--- src/logic/atsm_pkg.sv ---
// atsm_pkg: register map, field layout, reset values and carriers for the alarm threshold bank
package atsm_pkg;

    // ------------------------------------------------------------
    // register numbers
    // ------------------------------------------------------------
    localparam logic [7:0] REG_FATAL_STATUS     = 8'h20;
    localparam logic [7:0] REG_WARNING_STATUS   = 8'h21;
    localparam logic [7:0] REG_FREQ_FATAL       = 8'h24;
    localparam logic [7:0] REG_FREQ_WARNING     = 8'h25;
    localparam logic [7:0] REG_THERMAL_FATAL    = 8'h26;
    localparam logic [7:0] REG_THERMAL_WARNING  = 8'h27;
    localparam logic [7:0] REG_SRQ_MASK         = 8'h28;

    // ------------------------------------------------------------
    // flag layout of the mask; status registers use bits 7:0 with their own nibble at 3:0
    // ------------------------------------------------------------
    localparam int          FLD_FATAL_LSB   = 0;   // bits 3:0 latched fatals
    localparam int          FLD_COMMON_LSB  = 4;   // bits 7:4 exec, comm, restart, iface reset
    localparam int          FLD_WARN_LSB    = 8;   // bits 11:8 latched warnings
    localparam int          FLD_DISABLE     = 12;  // bit 12 output disabled
    localparam int          SUB_VENDOR      = 3;   // within a nibble
    localparam int          SUB_FREQ        = 2;
    localparam int          SUB_THERMAL     = 1;
    localparam int          SUB_POWER       = 0;
    localparam int          COM_EXEC        = 3;   // within common nibble
    localparam int          COM_COMM        = 2;
    localparam int          COM_RESTART     = 1;
    localparam int          COM_IFACE       = 0;
    localparam logic [15:0] MASK_VALID      = 16'h1fff;

    // ------------------------------------------------------------
    // values after reset
    // ------------------------------------------------------------
    localparam logic [15:0] FREQ_FATAL_DEF    = 16'h0064;
    localparam logic [15:0] FREQ_WARNING_DEF  = 16'h0032;
    localparam logic [15:0] THERM_FATAL_DEF   = 16'h01f4;
    localparam logic [15:0] THERM_WARNING_DEF = 16'h00c8;
    localparam logic [15:0] FREQ_MAX_DEF      = 16'h7fff;
    localparam logic [15:0] THERM_MAX_DEF     = 16'h7fff;
    localparam logic [15:0] SRQ_MASK_DEF      = 16'h1fff;
    localparam logic [3:0]  COMMON_RST        = 4'h3;   // restart and iface reset set

    // ------------------------------------------------------------
    // response codes
    // ------------------------------------------------------------
    typedef enum logic [1:0] {
        ATSM_ST_OK = 2'b00,
        ATSM_ST_XE = 2'b01
    } atsm_status_t;

    typedef enum logic [3:0] {
        ATSM_EC_OK              = 4'h0,
        ATSM_EC_NOT_WRITEABLE   = 4'h1,
        ATSM_EC_RANGE_ERROR     = 4'h2,
        ATSM_EC_CMD_IN_PROGRESS = 4'h3,
        ATSM_EC_INVALID_IFACE   = 4'h4,
        ATSM_EC_EXEC_FAILURE    = 4'h5,
        ATSM_EC_VENDOR_ERROR    = 4'h6
    } atsm_err_t;

    // ------------------------------------------------------------
    // carriers
    // ------------------------------------------------------------
    typedef struct packed {
        logic        valid;
        logic        write;
        logic [7:0]  addr;
        logic [15:0] data;
        atsm_err_t   fault;   // front-end failure, OK when none
    } atsm_cmd_t;

    typedef struct packed {
        logic         valid;
        atsm_status_t status;
        atsm_err_t    errCode;
        logic [15:0]  data;
    } atsm_rsp_t;

endpackage : atsm_pkg

--- src/logic/atsm_regs.sv ---
// atsm_regs: threshold, status and service-request trigger registers with the request line
// Operation
// - an oversized threshold write stores the largest permitted value
// - out-of-range write: saturate and answer OK, no execution error
// - fatal thermal threshold holds unsigned hundredths of a degree
// - registers load defaults at start, save command replaces those defaults; here sys_rst reloads the parameter defaults, fwRestart the saved copy
// - failed read answers execution error, fault code, zero data
// - failed mask write answers execution error, fault code, zero data
// - each mask bit selects the status flag at the same position
// - mask one enables, mask zero blocks that flag
// - mask layout: disable, warnings, common flags, fatals
// - no request from frequency, thermal or power faults while unlocked
// - case temperature fault requests whenever thermal bit is enabled
// - trigger mask defaults to all thirteen flags enabled
// - command errors are returned in that command's own response
// - background execution failure sets latched exec error flag
// - line releases on mask rewrite or clearing the enabled flags
// - thermal thresholds bound deviation before fatal condition, hundredths
// - writing one to a latched flag clears it
// - restart flag reads one after any restart until cleared
`timescale 1ns/100ps
module atsm_regs
    import atsm_pkg::*;
#(
    parameter logic [15:0] FREQ_MAX   = FREQ_MAX_DEF,
    parameter logic [15:0] THERM_MAX  = THERM_MAX_DEF,
    parameter logic [15:0] FREQ_F_DEF = FREQ_FATAL_DEF,
    parameter logic [15:0] FREQ_W_DEF = FREQ_WARNING_DEF,
    parameter logic [15:0] THRM_F_DEF = THERM_FATAL_DEF,
    parameter logic [15:0] THRM_W_DEF = THERM_WARNING_DEF,
    parameter logic [15:0] MASK_DEF   = SRQ_MASK_DEF
) (
    input  wire logic      clk,
    input  wire logic      sys_rst,
    input  wire atsm_cmd_t cmd,
    input  wire logic [3:0] fatalEvent,
    input  wire logic [3:0] warnEvent,
    input  wire logic      bgExecFail,
    input  wire logic      commErrEvent,
    input  wire logic      ifaceResetEvent,
    input  wire logic      fwRestart,
    input  wire logic      saveConfig,
    input  wire logic      laserLocked,
    input  wire logic      caseTempFault,
    input  wire logic      disable_flag,
    output atsm_rsp_t      rsp,
    output logic           service_request_n,
    output logic [15:0]    freqFatalTh,
    output logic [15:0]    freqWarnTh,
    output logic [15:0]    thermFatalTh,
    output logic [15:0]    thermWarnTh
);

    // ------------------------------------------------------------
    // parameter checks
    // ------------------------------------------------------------
    if (FREQ_F_DEF > FREQ_MAX || FREQ_W_DEF > FREQ_MAX) begin : g_chk_freq
        $error("frequency default above its maximum");
    end
    if (THRM_F_DEF > THERM_MAX || THRM_W_DEF > THERM_MAX) begin : g_chk_therm
        $error("thermal default above its maximum");
    end

    // ------------------------------------------------------------
    // helpers
    // ------------------------------------------------------------
    // clamp a written value to the usable range
    function automatic logic [15:0] atsm_sat(input logic [15:0] v, input logic [15:0] mx);
        atsm_sat = (v > mx) ? mx : v;
    endfunction : atsm_sat

    // drop lock-dependent faults while unlocked; case temperature bypasses lock
    function automatic logic [3:0] atsm_qual(input logic [3:0] x, input logic lk,
                                             input logic caseT);
        logic [3:0] q;
        q = lk ? x : (x & 4'h8);
        q[SUB_THERMAL] = (x[SUB_THERMAL] & lk) | caseT;
        atsm_qual = q;
    endfunction : atsm_qual

    // ------------------------------------------------------------
    // state
    // ------------------------------------------------------------
    logic [15:0] freqF_reg, freqW_reg, thrmF_reg, thrmW_reg, mask_reg;
    logic [15:0] freqFSave_reg, freqWSave_reg, thrmFSave_reg, thrmWSave_reg, maskSave_reg;
    logic [3:0]  fatLat_reg, warnLat_reg, common_reg;
    logic [15:0] freqF_next, freqW_next, thrmF_next, thrmW_next, mask_next;
    logic [3:0]  fatLat_next, warnLat_next, common_next;
    atsm_rsp_t   rsp_reg, rsp_next;
    logic        srqN_reg, srqN_next;

    // ------------------------------------------------------------
    // command decode
    // ------------------------------------------------------------
    wire logic        take      = cmd.valid;
    wire logic        faulted   = take && (cmd.fault != ATSM_EC_OK);
    wire logic        hitFstat  = cmd.addr == REG_FATAL_STATUS;
    wire logic        hitWstat  = cmd.addr == REG_WARNING_STATUS;
    wire logic        hitFreqF  = cmd.addr == REG_FREQ_FATAL;
    wire logic        hitFreqW  = cmd.addr == REG_FREQ_WARNING;
    wire logic        hitThrmF  = cmd.addr == REG_THERMAL_FATAL;
    wire logic        hitThrmW  = cmd.addr == REG_THERMAL_WARNING;
    wire logic        hitMask   = cmd.addr == REG_SRQ_MASK;
    wire logic        mapped    = hitFstat | hitWstat | hitFreqF | hitFreqW
                                | hitThrmF | hitThrmW | hitMask;
    wire logic        wrOk      = take && cmd.write && !faulted && mapped;
    wire logic [15:0] freqSat   = atsm_sat(cmd.data, FREQ_MAX);
    wire logic [15:0] thrmSat   = atsm_sat(cmd.data, THERM_MAX);

    // write-one clears for latched status bits
    wire logic [3:0]  clrFat    = (wrOk && hitFstat) ? cmd.data[3:0] : 4'h0;
    wire logic [3:0]  clrWarn   = (wrOk && hitWstat) ? cmd.data[3:0] : 4'h0;
    wire logic [3:0]  clrCom    = (wrOk && (hitFstat || hitWstat)) ? cmd.data[7:4] : 4'h0;

    // ------------------------------------------------------------
    // next values of the stored registers
    // ------------------------------------------------------------
    // saturate, no error raised
    assign freqF_next = fwRestart ? freqFSave_reg : ((wrOk && hitFreqF) ? freqSat : freqF_reg);
    assign freqW_next = fwRestart ? freqWSave_reg : ((wrOk && hitFreqW) ? freqSat : freqW_reg);
    assign thrmF_next = fwRestart ? thrmFSave_reg : ((wrOk && hitThrmF) ? thrmSat : thrmF_reg);
    assign thrmW_next = fwRestart ? thrmWSave_reg : ((wrOk && hitThrmW) ? thrmSat : thrmW_reg);
    assign mask_next  = fwRestart ? maskSave_reg
                      : ((wrOk && hitMask) ? (cmd.data & MASK_VALID) : mask_reg);

    // write-one clear, an event in the same cycle wins
    assign fatLat_next  = (fatLat_reg & ~clrFat) | fatalEvent;
    assign warnLat_next = (warnLat_reg & ~clrWarn) | warnEvent;
    // background failure latches exec error; restart latches flag
    assign common_next  = (common_reg & ~clrCom)
                        | {bgExecFail, commErrEvent, fwRestart, ifaceResetEvent | fwRestart};

    // ------------------------------------------------------------
    // service request, computed from next values
    // ------------------------------------------------------------
    // lock qualification of fatal and warning nibbles
    wire logic [15:0] flagsQ = {3'h0, disable_flag,
                                atsm_qual(warnLat_next, laserLocked, caseTempFault),
                                common_next,
                                atsm_qual(fatLat_next, laserLocked, caseTempFault)};
    // line low on any enabled flag, released otherwise
    assign srqN_next = ~|(flagsQ & mask_next);

    // ------------------------------------------------------------
    // response
    // ------------------------------------------------------------
    wire logic [15:0] rdData = hitFstat ? {8'h00, common_reg, fatLat_reg}
                             : hitWstat ? {8'h00, common_reg, warnLat_reg}
                             : hitFreqF ? freqF_reg
                             : hitFreqW ? freqW_reg
                             : hitThrmF ? thrmF_reg
                             : hitThrmW ? thrmW_reg
                             : hitMask  ? mask_reg
                             : 16'h0000;
    wire logic [15:0] wrEcho = hitFreqF || hitFreqW ? freqSat
                             : hitThrmF || hitThrmW ? thrmSat
                             : hitMask  ? (cmd.data & MASK_VALID)
                             : cmd.data;
    // errors of this command answered in its own response
    always_comb begin
        rsp_next.valid   = take;
        rsp_next.status  = ATSM_ST_OK;
        rsp_next.errCode = ATSM_EC_OK;
        rsp_next.data    = cmd.write ? wrEcho : rdData;
        if (faulted) begin
            rsp_next.status  = ATSM_ST_XE;
            rsp_next.errCode = cmd.fault;
            rsp_next.data    = 16'h0000;
        end else if (!mapped) begin
            rsp_next.status  = ATSM_ST_XE;
            rsp_next.errCode = ATSM_EC_EXEC_FAILURE;
            rsp_next.data    = 16'h0000;
        end
    end

    // ------------------------------------------------------------
    // live registers
    // ------------------------------------------------------------
    // defaults at reset, restart flags set at reset
    always_ff @(posedge clk or posedge sys_rst) begin
        if (sys_rst) begin
            freqF_reg   <= FREQ_F_DEF;
            freqW_reg   <= FREQ_W_DEF;
            thrmF_reg   <= THRM_F_DEF;
            thrmW_reg   <= THRM_W_DEF;
            mask_reg    <= MASK_DEF;
            fatLat_reg  <= 4'h0;
            warnLat_reg <= 4'h0;
            common_reg  <= COMMON_RST;
            rsp_reg     <= '0;
            srqN_reg    <= 1'b1;
        end else begin
            freqF_reg   <= freqF_next;
            freqW_reg   <= freqW_next;
            thrmF_reg   <= thrmF_next;
            thrmW_reg   <= thrmW_next;
            mask_reg    <= mask_next;
            fatLat_reg  <= fatLat_next;
            warnLat_reg <= warnLat_next;
            common_reg  <= common_next;
            rsp_reg     <= rsp_next;
            srqN_reg    <= srqN_next;
        end
    end

    // ------------------------------------------------------------
    // saved configuration
    // ------------------------------------------------------------
    // save replaces the defaults a later restart reloads; the copy is
    // volatile here, a real part backs it with non-volatile storage
    always_ff @(posedge clk or posedge sys_rst) begin
        if (sys_rst) begin
            freqFSave_reg <= FREQ_F_DEF;
            freqWSave_reg <= FREQ_W_DEF;
            thrmFSave_reg <= THRM_F_DEF;
            thrmWSave_reg <= THRM_W_DEF;
            maskSave_reg  <= MASK_DEF;
        end else if (saveConfig) begin
            freqFSave_reg <= freqF_reg;
            freqWSave_reg <= freqW_reg;
            thrmFSave_reg <= thrmF_reg;
            thrmWSave_reg <= thrmW_reg;
            maskSave_reg  <= mask_reg;
        end
    end

    // ------------------------------------------------------------
    // outputs
    // ------------------------------------------------------------
    assign rsp               = rsp_reg;
    assign service_request_n = srqN_reg;
    assign freqFatalTh       = freqF_reg;
    assign freqWarnTh        = freqW_reg;
    assign thermFatalTh      = thrmF_reg;
    assign thermWarnTh       = thrmW_reg;

endmodule : atsm_regs

--- config.mk ---
export PLATFORM = sky130hd
export DESIGN_NAME = atsm_regs
export DESIGN_NICKNAME = d
export VERILOG_FILES = /design/src/logic/atsm_pkg.sv /design/src/logic/atsm_regs.sv
export SDC_FILE = /design/constraint.sdc
export NUM_CORES = 1
export LEC_CHECK = 0
export ABC_AREA = 1
export BUFFER_PORTS_ARGS = -buffer_cell sky130_fd_sc_hd__clkbuf_2
export CAP_MARGIN = 10
export CORE_MARGIN = 2
export CORE_UTILIZATION = 40
export CTS_BUF_LIST = sky130_fd_sc_hd__clkbuf_16
export DETAILED_ROUTE_END_ITERATION = 10
export PLACE_DENSITY = 0.67
export SLEW_MARGIN = 10
export SYNTH_ARGS = -nofsm -noshare
export SYNTH_HDL_FRONTEND = slang
export SYNTH_SLANG_ARGS = --single-unit
--- constraint.sdc ---
create_clock -name clk -period 6.42 [get_ports clk]
set_clock_uncertainty 0.05 [all_clocks]
set_input_delay 0.321 -clock clk [delete_from_list [all_inputs] [get_ports clk]]
set_output_delay 0.321 -clock clk [all_outputs]
set_load 0.05 [all_outputs]
==> reports/results.tsv <==
metric	value	unit
outcome	complete, no violations	
Psw	0.001104	W
Seq cells post-synth	195	
Sink Count	195	
pwr dens	315.1	nW/um^2
Syn Nets	1060	
RR Startpoint	mask_reg[7]	
switch share	0.3373	
die width	154.0	microns
first-pass GRT wire length	42900	microns
most common cell after layout, fill and taps aside	nand2_1	
commonest cells after routing, fill and taps aside	nand2_1, dfrtp_1, clkbuf_2	
static leakage	4.903	nW
required time of the critical path	6.63	ns
GPL Wtd Cong	0.9127	
setup ws final	3.092	ns
HP Class	input pin to asynchronous set/reset pin	
Nets	1160	
Rows	54	
Ys Warns	0	
Final setup viols	0	
vias post-DR	7803	
Flop pwr share	0.469	
headroom to the max-slew limit	0.1611	
crit share post-route	0.5184	
DP Worst Slack	2.736	ns
vias in the first global route	7297	
layout cells sized above 1	0.2436	
Seq/Total Area, Yosys	0.5505	
CTS tree	yes	
Yosys cell types	37	
WL final	27960	microns
CP startpoint	cmd[24]	
Synth area leaders	dfrtp_1, dfstp_2, nand2_1	
# IOs	136	
routed vias/inst	5.554	
post-synth top area cell	dfrtp_1	
Syn Area/Cell	8.891	sq um
Clock Latency Late Sink	0.45	ns
WHS	0.03728	ns
Int Pwr	0.002168	W
fmax	300.5	MHz
Synth Instances	1012	
all-layer global routing usage	0.2375	
R2R Setup Slk	4.74	ns
Critical Path Source Type	input pin	
clock-pin slew on the worst setup and hold paths	0.07	ns
die area	23710	sq um
Syn-to-layout area delta	15.38	%
Layout fillers	2105	
1st-iter DRT viols	854	
endpoints failing hold	0	
power share of the clock group	0.335	
htree depth	4	
antenna-violating nets left	0	
Worst EP arrival	3.54	ns
wire per inst	19.90	microns
Initial Util	0.4097	
GRT Residual Overflow	0	
fin. max-slew vios	0	
unrepaired setup endpoints after global routing	no	
largest net degree at the start of global routing	132	
minimum clock period	3.328	ns
critical-path maximum fanout	29	
max FFs per register	22	
share of the synthesized area in the top cell type	0.3783	
combinational power share	0.196	
drt pass-1 iters	5	
Crit. End Element	flip-flop	
Clock Tree Buf Depth	2	
hpwl dp	20080	microns
Finished Layout Cells	1405	
number of diodes	0	
root buf cell	clkbuf_16	
Final Util	0.4728	
remaining routing DRC violations	0	
Die Y-Extent	154.0	microns
PortBufs	134	
core area	21960	sq um
synthesized area	8997	sq um
total CTS buffers	17	
Worst Tran Pin Value	1.245	ns
postcts setup bufs	0	
Crit Path Class	input pin to flip-flop	
Placed Cells	1372	
Setup TNS	0	ns
max_cap viols	0	
initial antenna violation count	0	
Max rail drop VDD	0.0001501	V
==> power by group through the flow <==
stage | Clock [W] | Sequential (W) | Combinational [W]
3_3_place_gp | 0 | 0.00155 | 0.000629
4_1_cts | 0.00110 | 0.00153 | 0.000643
5_1_grt | 0.00116 | 0.00155 | 0.000694
2_1_floorplan | 0 | 0.00174 | 0.000239
3_5_place_dp | 0 | 0.00155 | 0.000641
6_report | 0.00110 | 0.00153 | 0.000641
==> cell usage after synthesis, drive strengths merged <==
library cell    n
nor3            4
o2111ai         1
a31oi           2
o22ai           9
dfrtp         136
buf            14
inv           123
conb            1
or2             3
clkinv          1
o211ai          5
clkbuf         44
a21o            3
o21ai         133
o221ai         62
o31ai           1
nor2           38
a21oi          48
dfstp          59
nand4          15
a41oi           3
nand3          26
mux2            8
nand2         273
==> worst max-delay path, stage by stage <==
cell and delay, ns:
clkbuf_2 0.09, inv_2 0.05, nand2_1 0.07, nor2_4 0.45, nand2_1 0.70, nand2_2 0.37, nor2_4 0.08, nand2_8 0.13
nand2_4 0.10, nor3_4 0.29, nand3_2 0.31, nand2_1 0.20, inv_2 0.17, nand2_1 0.10, o221ai_1 0.10
==> cells by family (layout without fill, tap and decap cells) <==
logic type      Yosys count  after routing  share of synthesized area
flops                   195            195                     0.5505
compound gates          267            267                     0.1843
mux                       8              8                    0.01001
simple gates            359            359                     0.1717
other cells               1              1                  0.0004168
buf+inv                 182            295                    0.08302
==> final cells by class <==
type	instances	area, sq um	share of cell area
repair buffers	139	713.2	0.06870
clock inverters	15	168.9	0.01627
multi-input cells	635	3297	0.3176
flip-flops and latches	195	4954	0.4772
well taps	280	350.3	0.03375
inverters	124	473.0	0.04556
clock buffers	17	425.4	0.04098
==> per-stage QoR <==
stage | power, W | cell area (sq um)
after CTS | 0.003280 | 10380
after detailed placement | 0.002195 | 9777
final | 0.003271 | 10380
after floorplan | 0.001980 | 8997
after global placement | 0.002181 | 9777
after global routing | 0.003402 | 10380
==> worst paths after layout <==
| kind | cells after the start | to |
|---|---|---|
| worst max register to register | 6 | rsp[7] |
| max in group asynchronous | 3 | maskSave_reg[13] |
| worst max-delay path | 15 | thermWarnTh[2] |
| min in group clk | 3 | warnLat_reg[2] |
| worst min register to register | 2 | maskSave_reg[13] |
| worst min-delay path | 2 | freqFatalTh[8] |
==> routing by layer <==
layer	global-route usage	vias up	part of all wire	routed length (microns)
met3	0.05186	67	0.089	2490
met2	0.3540	380	0.45	12630
met1	0.3396	3780	0.43	11940
met5	0	-	0	0
met4	0.09034	0	0.032	894
li1	-	3576	-	-
==> repair_timing <==
item                                   CTS  global route
endpoints found under the hold margin    1             0
hold buffers                             1             0
resized for setup                        0             0
Power figures use the tool's default switching activity.
